$ cat src/include/ubc_pkg.sv
// ubc_pkg: constants for the baud clock selection block
// assumes core_clk_i stands in for the oscillator clock; APB register access
// Functional notes
// - Four identical blocks, each with two channels and one shared timer.
// - A register acts either on a whole block or on one channel.
// - Select bits 7:4 pick the receiver clock, 3:0 the transmitter, aux bit 7 the rate set.
// - Rate set 0 codes 0000 to 1100 give 50 up to 38.4K baud at nominal clock.
// - Rate set 1 codes 0000 to 1100 give 75 up to 38.4K baud at nominal clock.
// - Each fixed rate is the oscillator clock over a fixed ratio per code and set.
// - Receiver code 1110 takes pin three as 16X clock, 1111 as 1X clock.
// - Transmitter code 1110 takes pin two as 16X clock, 1111 as 1X clock.
// - In 16X mode one bit lasts sixteen external clocks, kept at or under 2MHz.
// - In 1X mode one bit lasts one external clock, kept at or under 1MHz.
// - Code 1101 uses the block timer output as the 16X clock.
// - Aux bits 6:4 pick the timer clock: pin, pin/16, oscillator, oscillator/16.
// - Only pin one of channels a, c, e and g clocks its block timer.
// - The timer square wave period is twice the divisor in timer clocks.
package ubc_pkg;
  localparam int UBC_BLOCKS = 4;
  localparam int UBC_CHANNELS = 8;

  // register map, byte addresses
  localparam logic [2:0] UBC_CSEL_PAGE = 3'h0;    // 0x00 + 4 * channel
  localparam logic [1:0] UBC_BLK_PAGE = 2'h1;     // 0x40 + 0x10 * block
  localparam logic [1:0] UBC_AUX_IDX = 2'h0;
  localparam logic [1:0] UBC_UPPER_IDX = 2'h1;
  localparam logic [1:0] UBC_LOWER_IDX = 2'h2;
  localparam logic [7:0] UBC_STATUS_ADDR = 8'h80;

  // field positions
  localparam int UBC_RX_SEL_HI = 7;
  localparam int UBC_RX_SEL_LO = 4;
  localparam int UBC_TX_SEL_HI = 3;
  localparam int UBC_TX_SEL_LO = 0;
  localparam int UBC_RATE_SET_BIT = 7;
  localparam int UBC_TSRC_HI = 6;
  localparam int UBC_TSRC_LO = 4;

  // reset values
  localparam logic [7:0] UBC_CSEL_RST = 8'h00;
  localparam logic [7:0] UBC_AUX_RST = 8'h00;
  localparam logic [7:0] UBC_UPPER_RST = 8'h00;
  localparam logic [7:0] UBC_LOWER_RST = 8'h02;

  // timer clock sources
  localparam logic [2:0] UBC_TSRC_PIN = 3'h4;
  localparam logic [2:0] UBC_TSRC_PIN16 = 3'h5;
  localparam logic [2:0] UBC_TSRC_OSC = 3'h6;
  localparam logic [2:0] UBC_TSRC_OSC16 = 3'h7;

  // bit clock select codes and counts
  localparam logic [3:0] UBC_SEL_LAST_FIXED = 4'hC;
  localparam logic [3:0] UBC_SEL_TIMER = 4'hD;
  localparam logic [3:0] UBC_SEL_EXT16 = 4'hE;
  localparam logic [3:0] UBC_SEL_EXT1 = 4'hF;
  localparam logic [16:0] UBC_X16_LIMIT = 17'h0000F;
  localparam logic [3:0] UBC_DIV16_END = 4'hF;
  localparam logic [15:0] UBC_TIMER_END = 16'h0001;
  localparam logic [15:0] UBC_PRESET_MIN = 16'h0002;

  localparam logic [16:0] UBC_RATIO_SET0 [13] = '{17'h12000, 17'h08300, 17'h06B00,
    17'h04800, 17'h03000, 17'h01800, 17'h00C00, 17'h00DC0, 17'h00600, 17'h00300,
    17'h00200, 17'h00180, 17'h00060};
  localparam logic [16:0] UBC_RATIO_SET1 [13] = '{17'h0C000, 17'h08300, 17'h00060,
    17'h06000, 17'h03000, 17'h01800, 17'h00C00, 17'h00730, 17'h00600, 17'h00300,
    17'h00800, 17'h00180, 17'h000C0};

  function automatic logic [16:0] ubc_ratio(input logic set_i, input logic [3:0] code_i);
    logic [16:0] r;
    r = '0;
    if (code_i <= UBC_SEL_LAST_FIXED)
    begin
      r = set_i ? UBC_RATIO_SET1[code_i] : UBC_RATIO_SET0[code_i];
    end
    return r;
  endfunction
endpackage

$ cat src/ubc_clock_select.sv
// ubc_clock_select: bit clock selection for four blocks of two channels
// assumes an APB master on core_clk_i and asynchronous multi-purpose pins
//
// Implementation choices: the register addresses and the APB interface to the registers.
`timescale 1ns/100ps
module ubc_clock_select
  import ubc_pkg::*;
(
  input wire logic core_clk_i,
  input wire logic rst_i,
  input wire logic psel_i,
  input wire logic penable_i,
  input wire logic pwrite_i,
  input wire logic [7:0] paddr_i,
  input wire logic [31:0] pwdata_i,
  output logic [31:0] prdata_o,
  output logic pready_o,
  output logic pslverr_o,
  input wire logic [UBC_CHANNELS-1:0] multi_input_one_i,
  input wire logic [UBC_CHANNELS-1:0] multi_input_two_i,
  input wire logic [UBC_CHANNELS-1:0] multi_input_three_i,
  output logic [UBC_CHANNELS-1:0] rx_bit_tick_o,
  output logic [UBC_CHANNELS-1:0] tx_bit_tick_o,
  output logic [UBC_BLOCKS-1:0] timer_wave_o
);

  // registers
  logic [7:0] csel_reg [UBC_CHANNELS];
  logic [7:0] aux_reg [UBC_BLOCKS];
  logic [7:0] upper_reg [UBC_BLOCKS];
  logic [7:0] lower_reg [UBC_BLOCKS];
  logic [31:0] prdata_reg;
  logic err_reg;

  // bus decode
  logic [31:0] rdata_next;
  logic err_next;
  logic sel_csel;
  logic sel_blk;
  logic [2:0] ch_idx;
  logic [1:0] blk_idx;
  logic [1:0] blk_ofs;
  logic wr_take;

  // pin synchronisers
  logic [UBC_CHANNELS-1:0] in1_s1_reg;
  logic [UBC_CHANNELS-1:0] in1_s2_reg;
  logic [UBC_CHANNELS-1:0] in1_s3_reg;
  logic [UBC_CHANNELS-1:0] in2_s1_reg;
  logic [UBC_CHANNELS-1:0] in2_s2_reg;
  logic [UBC_CHANNELS-1:0] in2_s3_reg;
  logic [UBC_CHANNELS-1:0] in3_s1_reg;
  logic [UBC_CHANNELS-1:0] in3_s2_reg;
  logic [UBC_CHANNELS-1:0] in3_s3_reg;
  logic [UBC_CHANNELS-1:0] in1_edge;
  logic [UBC_CHANNELS-1:0] in2_edge;
  logic [UBC_CHANNELS-1:0] in3_edge;

  // timers
  logic [2:0] tsrc [UBC_BLOCKS];
  logic [15:0] preset [UBC_BLOCKS];
  logic [15:0] tcnt_reg [UBC_BLOCKS];
  logic [3:0] pre16_reg [UBC_BLOCKS];
  logic [UBC_BLOCKS-1:0] tact;
  logic [UBC_BLOCKS-1:0] traw;
  logic [UBC_BLOCKS-1:0] tdiv;
  logic [UBC_BLOCKS-1:0] ttick;
  logic [UBC_BLOCKS-1:0] tend;
  logic [UBC_BLOCKS-1:0] wave_reg;
  logic [UBC_BLOCKS-1:0] rise_reg;

  // ----------------------------------------
  // APB slave
  // ----------------------------------------

  always_comb
  begin
    sel_csel = 1'b0;
    sel_blk = 1'b0;
    err_next = 1'b0;
    rdata_next = '0;
    ch_idx = paddr_i[4:2];
    blk_idx = paddr_i[5:4];
    blk_ofs = paddr_i[3:2];
    if (paddr_i[1:0] != 2'b00)
    begin
      err_next = 1'b1;
    end
    else if (paddr_i[7:5] == UBC_CSEL_PAGE)
    begin
      sel_csel = 1'b1;
      rdata_next = {24'h000000, csel_reg[ch_idx]};
    end
    else if (paddr_i[7:6] == UBC_BLK_PAGE)
    begin
      sel_blk = 1'b1;
      if (blk_ofs == UBC_AUX_IDX)
      begin
        rdata_next = {24'h000000, aux_reg[blk_idx]};
      end
      else if (blk_ofs == UBC_UPPER_IDX)
      begin
        rdata_next = {24'h000000, upper_reg[blk_idx]};
      end
      else if (blk_ofs == UBC_LOWER_IDX)
      begin
        rdata_next = {24'h000000, lower_reg[blk_idx]};
      end
      else
      begin
        err_next = 1'b1;
      end
    end
    else if (paddr_i == UBC_STATUS_ADDR)
    begin
      rdata_next = {28'h0000000, wave_reg};
    end
    else
    begin
      err_next = 1'b1;
    end
  end

  // read data is caught in the setup cycle so the access phase needs no wait
  always_ff @(posedge core_clk_i)
  begin
    if (rst_i)
    begin
      prdata_reg <= '0;
      err_reg <= 1'b0;
    end
    else if (psel_i && !penable_i)
    begin
      prdata_reg <= rdata_next;
      err_reg <= err_next;
    end
  end

  assign pready_o = 1'b1;
  assign prdata_o = prdata_reg;
  assign pslverr_o = psel_i && penable_i && err_reg;
  assign wr_take = psel_i && penable_i && pwrite_i && !err_next;

  always_ff @(posedge core_clk_i)
  begin
    if (rst_i)
    begin
      for (int c = 0; c < UBC_CHANNELS; c++)
      begin
        csel_reg[c] <= UBC_CSEL_RST;
      end
    end
    else if (wr_take && sel_csel)
    begin
      csel_reg[ch_idx] <= pwdata_i[7:0];
    end
  end

  // per-block aux and preset; divisor load
  always_ff @(posedge core_clk_i)
  begin
    if (rst_i)
    begin
      for (int b = 0; b < UBC_BLOCKS; b++)
      begin
        aux_reg[b] <= UBC_AUX_RST;
        upper_reg[b] <= UBC_UPPER_RST;
        lower_reg[b] <= UBC_LOWER_RST;
      end
    end
    else if (wr_take && sel_blk)
    begin
      if (blk_ofs == UBC_AUX_IDX)
      begin
        aux_reg[blk_idx] <= pwdata_i[7:0];
      end
      else if (blk_ofs == UBC_UPPER_IDX)
      begin
        upper_reg[blk_idx] <= pwdata_i[7:0];
      end
      else
      begin
        lower_reg[blk_idx] <= pwdata_i[7:0];
      end
    end
  end

  // ----------------------------------------
  // pin synchronisers
  // ----------------------------------------

  // two flops, then a third for edge detect
  // no reset: a pin held high through reset must not give a false edge
  always_ff @(posedge core_clk_i)
  begin
    in1_s1_reg <= multi_input_one_i;
    in1_s2_reg <= in1_s1_reg;
    in1_s3_reg <= in1_s2_reg;
    in2_s1_reg <= multi_input_two_i;
    in2_s2_reg <= in2_s1_reg;
    in2_s3_reg <= in2_s2_reg;
    in3_s1_reg <= multi_input_three_i;
    in3_s2_reg <= in3_s1_reg;
    in3_s3_reg <= in3_s2_reg;
  end

  // rising edges become one-cycle enables
  assign in1_edge = in1_s2_reg & ~in1_s3_reg;
  assign in2_edge = in2_s2_reg & ~in2_s3_reg;
  assign in3_edge = in3_s2_reg & ~in3_s3_reg;

  // ----------------------------------------
  // block timers
  // ----------------------------------------

  // timer clock source; counter modes leave the timer idle
  always_comb
  begin
    for (int b = 0; b < UBC_BLOCKS; b++)
    begin
      tsrc[b] = aux_reg[b][UBC_TSRC_HI:UBC_TSRC_LO];
      preset[b] = {upper_reg[b], lower_reg[b]};
      tact[b] = (tsrc[b] == UBC_TSRC_PIN) || (tsrc[b] == UBC_TSRC_PIN16)
        || (tsrc[b] == UBC_TSRC_OSC) || (tsrc[b] == UBC_TSRC_OSC16);
      // pin one of the block's first channel
      traw[b] = ((tsrc[b] == UBC_TSRC_OSC) || (tsrc[b] == UBC_TSRC_OSC16))
        ? 1'b1 : in1_edge[2 * b];
      tdiv[b] = (tsrc[b] == UBC_TSRC_PIN16) || (tsrc[b] == UBC_TSRC_OSC16);
      ttick[b] = tact[b] && traw[b] && (!tdiv[b] || pre16_reg[b] == UBC_DIV16_END);
      tend[b] = (tcnt_reg[b] <= UBC_TIMER_END);
    end
  end

  // half period of preset ticks; a new preset lands at the next reload
  always_ff @(posedge core_clk_i)
  begin
    if (rst_i)
    begin
      for (int b = 0; b < UBC_BLOCKS; b++)
      begin
        tcnt_reg[b] <= {UBC_UPPER_RST, UBC_LOWER_RST};
        pre16_reg[b] <= '0;
      end
      wave_reg <= '0;
      rise_reg <= '0;
    end
    else
    begin
      for (int b = 0; b < UBC_BLOCKS; b++)
      begin
        rise_reg[b] <= ttick[b] && tend[b] && !wave_reg[b];
        if (!tact[b])
        begin
          tcnt_reg[b] <= preset[b];
          pre16_reg[b] <= '0;
          wave_reg[b] <= 1'b0;
        end
        else
        begin
          if (traw[b])
          begin
            pre16_reg[b] <= pre16_reg[b] + 4'h1;
          end
          if (ttick[b] && tend[b])
          begin
            tcnt_reg[b] <= preset[b];
            wave_reg[b] <= ~wave_reg[b];
          end
          else if (ttick[b])
          begin
            tcnt_reg[b] <= tcnt_reg[b] - 16'h0001;
          end
        end
      end
    end
  end

  assign timer_wave_o = wave_reg;

  // per-block checks
  for (genvar b = 0; b < UBC_BLOCKS; b++)
  begin : g_blk
    logic [15:0] h_ticks_reg;
    logic [7:0] h_aux_reg;
    logic [15:0] h_pre_reg;
    logic h_clean_reg;
    logic h_chg;

    assign h_chg = (h_aux_reg != aux_reg[b]) || (h_pre_reg != preset[b]);

    // timer ticks since the last toggle under steady settings
    always_ff @(posedge core_clk_i)
    begin
      h_aux_reg <= aux_reg[b];
      h_pre_reg <= preset[b];
      if (rst_i || h_chg || !tact[b])
      begin
        h_ticks_reg <= '0;
        h_clean_reg <= 1'b0;
      end
      else if (ttick[b] && tend[b])
      begin
        h_ticks_reg <= '0;
        h_clean_reg <= 1'b1;
      end
      else
      begin
        h_ticks_reg <= h_ticks_reg + {15'h0000, ttick[b]};
      end
    end

  end

  // ----------------------------------------
  // channel bit clocks
  // ----------------------------------------

  // two channels per block share one timer
  for (genvar c = 0; c < UBC_CHANNELS; c++)
  begin : g_chan
    // receiver from select bits 7:4 and pin three
    ubc_bit_gen u_rx
    (
      .core_clk_i(core_clk_i),
      .rst_i(rst_i),
      .sel_i(csel_reg[c][UBC_RX_SEL_HI:UBC_RX_SEL_LO]),
      .rate_set_i(aux_reg[c / 2][UBC_RATE_SET_BIT]),
      .timer_tick_i(rise_reg[c / 2]),
      .ext_tick_i(in3_edge[c]),
      .bit_tick_o(rx_bit_tick_o[c])
    );

    // transmitter from select bits 3:0 and pin two
    ubc_bit_gen u_tx
    (
      .core_clk_i(core_clk_i),
      .rst_i(rst_i),
      .sel_i(csel_reg[c][UBC_TX_SEL_HI:UBC_TX_SEL_LO]),
      .rate_set_i(aux_reg[c / 2][UBC_RATE_SET_BIT]),
      .timer_tick_i(rise_reg[c / 2]),
      .ext_tick_i(in2_edge[c]),
      .bit_tick_o(tx_bit_tick_o[c])
    );

  end
endmodule

$ cat src/ubc_bit_gen.sv
// ubc_bit_gen: one receiver or transmitter bit clock enable
// assumes timer and pin ticks are one-cycle pulses on core_clk_i
`timescale 1ns/100ps
module ubc_bit_gen
  import ubc_pkg::*;
(
  input wire logic core_clk_i,
  input wire logic rst_i,
  input wire logic [3:0] sel_i,
  input wire logic rate_set_i,
  input wire logic timer_tick_i,
  input wire logic ext_tick_i,
  output logic bit_tick_o
);

  logic fixed;
  logic step;
  logic [16:0] limit;
  logic [16:0] cnt_reg;
  logic tick_reg;

  // source and terminal count for the selected code
  always_comb
  begin
    fixed = (sel_i <= UBC_SEL_LAST_FIXED);
    step = 1'b1;
    limit = UBC_X16_LIMIT;
    if (fixed)
    begin
      limit = ubc_ratio(rate_set_i, sel_i) - 17'h00001;
    end
    else if (sel_i == UBC_SEL_TIMER)
    begin
      step = timer_tick_i;
    end
    else if (sel_i == UBC_SEL_EXT16)
    begin
      step = ext_tick_i;
    end
    else
    begin
      step = ext_tick_i;
      limit = '0;
    end
  end

  // divider; a code change mid-count only stretches or shortens one bit
  always_ff @(posedge core_clk_i)
  begin
    if (rst_i)
    begin
      cnt_reg <= '0;
      tick_reg <= 1'b0;
    end
    else
    begin
      tick_reg <= step && (cnt_reg >= limit);
      if (step)
      begin
        cnt_reg <= (cnt_reg >= limit) ? '0 : cnt_reg + 17'h00001;
      end
    end
  end

  assign bit_tick_o = tick_reg;

  // checking helpers: steps between ticks under a steady code
  logic [4:0] h_mode_reg;
  logic [16:0] h_steps_reg;
  logic h_clean_reg;
  logic h_chg;

  assign h_chg = (h_mode_reg != {rate_set_i, sel_i});

  always_ff @(posedge core_clk_i)
  begin
    h_mode_reg <= {rate_set_i, sel_i};
    if (rst_i || h_chg)
    begin
      h_steps_reg <= '0;
      h_clean_reg <= 1'b0;
    end
    else if (tick_reg)
    begin
      h_steps_reg <= {16'h0000, step};
      h_clean_reg <= 1'b1;
    end
    else
    begin
      h_steps_reg <= h_steps_reg + {16'h0000, step};
    end
  end
endmodule

$ cat config.mk
export PLATFORM = sky130hd
export DESIGN_NAME = ubc_clock_select
export DESIGN_NICKNAME = d
export VERILOG_FILES = /design/src/include/ubc_pkg.sv /design/src/ubc_clock_select.sv /design/src/ubc_bit_gen.sv
export SDC_FILE = /design/constraint.sdc
export NUM_CORES = 2
export LEC_CHECK = 0
export ABC_CLOCK_PERIOD_IN_PS = 4200
export BUFFER_PORTS_ARGS = -buffer_cell sky130_fd_sc_hd__buf_2
export CELL_PAD_IN_SITES_DETAIL_PLACEMENT = 0
export CELL_PAD_IN_SITES_GLOBAL_PLACEMENT = 1
export CORE_MARGIN = 2
export CORE_UTILIZATION = 40
export CTS_CLUSTER_DIAMETER = 60
export DETAILED_ROUTE_END_ITERATION = 6
export PLACE_DENSITY = 0.75
export SYNTH_ARGS = -nofsm -noshare
export SYNTH_HDL_FRONTEND = slang
export SYNTH_SLANG_ARGS = --single-unit
export TNS_END_PERCENT = 5
$ cat constraint.sdc
create_clock -name core_clk_i -period 4.2 [get_ports core_clk_i]
set_input_delay 0.84 -clock core_clk_i [delete_from_list [all_inputs] [get_ports core_clk_i]]
set_output_delay 0.84 -clock core_clk_i [all_outputs]
set_load 0.02 [all_outputs]
# ---- After elaboration in Yosys (flattened, before gate mapping)
# Memories as Yosys holds them, arrays and structs flattened.
# Cells that the tools add are included.
dict set report word_totals {
  reg_bits 398
  latch_bits 0
  mem_bits_rw 240
  rom_bits 8704
  output_inout_bits 54
  elab_cells 698
  memories 38
}
# name words width read_ports rd_ports_with_merged_regs wr line_no
set mem_list {}
lappend mem_list {{(no name shown)} 16 17 1 0 0 ubc_pkg.sv:73} ;# r = set_i ? UBC_RATIO_SET1[code_i] : UBC_RATIO_SET0[code_i];
lappend mem_list {{(no name shown)} 16 17 1 0 0 ubc_pkg.sv:73}
lappend mem_list {{(no name shown)} 16 17 1 0 0 ubc_pkg.sv:73}
lappend mem_list {{(no name shown)} 16 17 1 0 0 ubc_pkg.sv:73}
lappend mem_list {{(no name shown)} 16 17 1 0 0 ubc_pkg.sv:73}
lappend mem_list {{(no name shown)} 16 17 1 0 0 ubc_pkg.sv:73}
lappend mem_list {{+32 memories} n/a n/a n/a n/a n/a n/a}
dict set report op_classes {
  addsub 40
  n_mul 0
  div_mod_pow 0
  magnitude_cmp 52
  n_eq_ne 56
  n_shift 0
  mux 330
  bitwise_logic 50
  n_reduce_logical 84
}
# op n
set ops {}
lappend ops {{$mux 17} 144}
lappend ops {{$add 17x1->17 const B} 16}
lappend ops {{$ge 17x17->1} 16}
lappend ops {{$sub 17x1->17 const B} 16}
lappend ops {{$mux 16} 12}
lappend ops {{$eq 4x4->1 const B} 36}
lappend ops {{$mux 1} 135}
lappend ops {{$mux 4} 25}
lappend ops {{$mux 32} 3}
lappend ops {{$ge 5x5->1 const B} 16}
lappend ops {{$not 4->5} 16}
lappend ops {{$le 16x1->1 const B} 4}
lappend ops {{$le 4x4->1 const B} 16}
lappend ops {{$sub 16x1->16 const B} 4}
lappend ops {{$mux 8} 7}
lappend ops {{$eq 3x3->1 const B} 16}
lappend ops {{$logic_and 1x1->1} 39}
lappend ops {{$reduce_or 8->1} 4}
lappend ops {{$logic_or 1x1->1} 24}
lappend ops {{$or 1x1->1} 20}
lappend ops {{$add 4x1->4 const B} 4}
lappend ops {{$and 8x8->8} 2}
lappend ops {{$not 8->8} 2}
lappend ops {{$logic_not 1->1} 10}
lappend ops {{12 further kinds} 25}

# ---- Longest topological paths before layout
dict set report depth {
  depth_word 15
  mapped_depth 22
  mapped_depth_nobuf 18
}

# ---- Modules after synthesis
# A second synthesis with hierarchy kept.
dict set report unflattened {
  hier_cells 4761
  hier_area_um2 43794.5
}
# module instances cells_per_inst area_per_inst_um2 seq_area_each_um2
set modules_own_cells {}
lappend modules_own_cells {{ubc_bit_gen (g_chan[1].u_tx ...)} 11 218 1769.2 360.3}
lappend modules_own_cells {ubc_clock_select 1 1170 14691.6 8748.4}
lappend modules_own_cells {{ubc_bit_gen (g_chan[0].u_rx ...)} 4 237 1924.3 360.3}
lappend modules_own_cells {{ubc_bit_gen (g_chan[3].u_tx)} 1 245 1944.4 360.3}

# ---- Least setup slack after synthesis
# Ideal clock, no wire load.
dict set report synth_path {
  kind {reg-to-reg}
  from {memory aux_reg[1][7]}
  to {register g_chan[3].u_tx.cnt_reg[10]}
  setup_time_ps 132
  arrival_ps 4445
  required_time_ps 4068
  setup_slack_ps -377
  stages_incl_launch_ff 21
  n_path_buf 6
  synth_period_minus_slack_ps 4577
  cell_sequence {edfxtp_1 -> buf_2 -> buf_2 -> buf_2 -> buf_1 -> buf_1 -> nor2_1 -> a21oi_1 -> ha_1 -> o2111a_1 -> o211ai_1 -> or3_1 -> xor2_1 -> ha_1 -> nand4_1 -> or4_1 -> a21oi_1 -> nor2_1 -> a21oi_1 -> clkbuf_1 -> nor3_1}
}
# item line_no
set synth_rtl {}
lappend synth_rtl {{start, declared} ubc_clock_select.sv:29} ;# logic [7:0] aux_reg [UBC_BLOCKS];
lappend synth_rtl {{end signal, assigned} ubc_bit_gen.sv:60} ;# cnt_reg <= (cnt_reg >= limit) ? '0 : cnt_reg + 17'h00001;
lappend synth_rtl {{end, declared} ubc_bit_gen.sv:19} ;# logic [16:0] cnt_reg;

==> results.sh <==
export IMPL_synthCells=5044
export IMPL_area_delta_synth_final_pct=14.9
export IMPL_hold_path_depth=1
export IMPL_num_vias=36916
export IMPL_fin_crit_sh_pct=98.8
export IMPL_synth_area_leaders="dfxtp_1, edfxtp_1, ha_1, nor2_1, xnor2_1"
export IMPL_hpwl_mm=85.4
export IMPL_yosysTopAreaCell="dfxtp_1"
export IMPL_crit_required_ps=4780
export IMPL_startpoint="csel_reg[6][0]"
export IMPL_drive_gt1_share_pct=12.5
export IMPL_nets=5723
export IMPL_grt_overflow_total=0
export IMPL_placed_area_um2=46900
export IMPL_rsz0062_at_grt="true"
export IMPL_cts_sinks=605
export IMPL_fin_crit_ps=4150
export IMPL_synth_adder_area_share_pct=12.2
export IMPL_dieArea_um2=112000
export IMPL_place_congestion=0.876
export IMPL_synth_simple_area_share_pct=25.4
export IMPL_clk_latency_ps=670
export IMPL_yosysUniqueCellTypes=95
export IMPL_synth_edf_count=240
export IMPL_grt_max_degree=67
export IMPL_coreArea_um2=109000
export IMPL_grt_pass1_vias=34647
export IMPL_slew_violations=0
export IMPL_synth_seq_area_share_pct=33.2
export IMPL_firstDrtPassIters=6
export IMPL_timing_worst_setup_path_type="flop to flop"
export IMPL_setup_slack_ps=50.6
export IMPL_ys_async_sr_fraction_pct=0
export IMPL_maxCapViolations=0
export IMPL_power_mw=16.8
export IMPL_design_area_um2=50300
export IMPL_finalSetupTns_ps=0
export IMPL_clk_pin_slew_ps=60
export IMPL_worst_pin_slew_ps=1060
export IMPL_antenna_found_initial=11
export IMPL_fillers=10435
export IMPL_yosys_most_used_dff="dfxtp_1"
export IMPL_p_leak_nw=20.4
export IMPL_holdCritStartpoint="multi_input_two_i[1]"
export IMPL_h_tree_depth=3
export IMPL_ant_nets=0
export IMPL_cts_max_path_buffers=3
export IMPL_yosysMostFrequentCell="nor2_1"
export IMPL_cts_buffers=82
export IMPL_synth_commonest_cells="nor2_1, nand2_1, ha_1"
export IMPL_setup_viol=0
export IMPL_top_level_ports=123
export IMPL_synth_top_family_by_area="simple AND/OR/NAND/NOR gates"
export IMPL_drt_total_wl_mm=117
export IMPL_multi_input_area_um2=27900
export IMPL_seq_area_um2=14500
export IMPL_grt_pass1_wl_mm=186
export IMPL_vias_per_cell=5.50
export IMPL_cp_start_kind="flop"
export IMPL_globalRouteTotalUtil_pct=20.4
export IMPL_post_route_drc_count=0
export IMPL_synth_compound_area_share_pct=13.8
export IMPL_max_freq_mhz=241
export IMPL_slew_headroom_pct=28.6
export IMPL_synthXorXnorAreaFrac_pct=7.72
export IMPL_p_per_area_nw_per_um2=335
export IMPL_hold_class="input pin to flop"
export IMPL_yosysTopAreaCellShare_pct=16.7
export IMPL_arrival_ps=4730
export IMPL_clock_skew_ps=30.9
export IMPL_synth_cell_area_um2=43800
export IMPL_muxShareOfSynthArea_pct=3.38
export IMPL_cts_root_buf="clkbuf_16"
export IMPL_worst_hold_path_endpoint="in2_s1_reg[1]"
export IMPL_endpoint_kind="flop"
export IMPL_hold_viol_final=0
export IMPL_yosys_warnings=0
export IMPL_ys_ff_latch=605
export IMPL_r2r_slack_ps=50
export IMPL_die_h_um=335
export IMPL_rows=121
export IMPL_ir_drop_mv=0.225
export IMPL_rr_worst_depth=18
export IMPL_first_iter_violations=2473
export IMPL_start_util_pct=40.3
export IMPL_rr_endpoint="g_chan[6].u_tx.cnt_reg[1]"
export IMPL_crit_path_max_fanout=4
export IMPL_place_ws_ps=35.6
export IMPL_portBuffers=69
export IMPL_cts_tree="yes"
export IMPL_routedWlPerCell_um=17.4
export IMPL_status="finished, final reports clean"
export IMPL_syn_avg_cell_area_um2=8.68
export IMPL_die_x_um=335
export IMPL_reg2reg_from="csel_reg[6][0]"
cell families (layout without fill, tap and decap cells):
family,after synthesis,in the layout
AOI/OAI and AO/OA,918,918
other,2,26
buffers and inverters,443,671
and+or+nand+nor,2167,2167
adders and majority gates,427,427
xor gates and xnor gates,386,386
muxes,96,96
DFF,605,605
stage by stage:
| stage | hold slack [ps] | util, % | std cells |
|---|---|---|---|
| final | 270 | 46.3 | 6710 |
| after global routing | 254 | 46.3 | 6709 |
| after CTS | 232 | 45.9 | 6705 |
| after detailed placement | 313 | 43.2 | 6553 |
| after global placement | 312 | 43.2 | 6553 |
| after floorplan | 310 | - | 5067 |
worst max path at each step:
stage / to
2_1_floorplan: g_chan[1].u_rx.cnt_reg[0]
3_3_place_gp: g_chan[7].u_rx.cnt_reg[12]
3_5_place_dp: g_chan[7].u_rx.cnt_reg[12]
4_1_cts: g_chan[2].u_tx.cnt_reg[7]
5_1_grt: g_chan[6].u_tx.cnt_reg[1]
6_report: g_chan[6].u_tx.cnt_reg[1]
per-layer routing:
layer  wire [um]  global-route usage, %
met4        2320                   5.14
met5          97                      0
met2       51300                   31.9
met3        7080                   3.83
met1       56000                   28.7
repair_timing:
item,in CTS,in global routing
pin swaps,0,14
setup endpoints to repair,3,264
gates cloned,0,1
hold buffers,0,0
resized for setup,1,103
setup buffers,0,3
report_power, final:
group | leakage [nW] | internal [mW] | switching, mW
combinational | 13.6 | 1.18 | 1.61
sequential | 5.38 | 6.34 | 0.264
clock | 1.41 | 4.56 | 2.89
total | 20.4 | 12.1 | 4.76
cell type report:
class | instances | area share [%]
clock inverter | 45 | 1.20
antenna | 1 | 0.00498
timing repair buffer | 343 | 5.11
tap | 1414 | 3.52
clock buffer | 107 | 4.60
multi-input combinational | 4019 | 55.4
sequential | 605 | 28.9
inverter | 176 | 1.31
layout by cell type, fill, tap and decap left out, types with 32 or more instances in the layout:
cell and n:
nor2b_1 97, mux4_2 41, nand4_1 133, xor2_1 176
dfxtp_1 365, nand2b_1 81, ha_1 416, clkbuf_16 87
mux2i_1 49, inv_1 166, a211oi_1 73, buf_4 257
nor4_1 34, buf_2 68, and3_1 86, nor3_1 158
and2_1 188, xnor2_1 209, nor2_1 516, a21oi_1 206
a31oi_1 59, nand3_1 195, or3_1 39, o21ai_0 194
nand2_1 436, a21o_1 32, edfxtp_1 240, o211ai_1 39
worst max-delay path, cell delays in order (launching register included):
cell and delay, ps:
edfxtp_1 390, inv_1 70, ha_1 220, mux2i_1 140, nor3_1 60, a31oi_1 230, ha_1 220, nand4_1 110
a21boi_1 160, or4b_2 680, nor2_1 150, xnor2_1 150, ha_1 280, a21oi_1 120, o21ai_0 110, a22oi_2 230
nand3b_1 160, or3b_2 470, a21oi_1 140
Note: power is estimated with default switching activity, not from simulation.
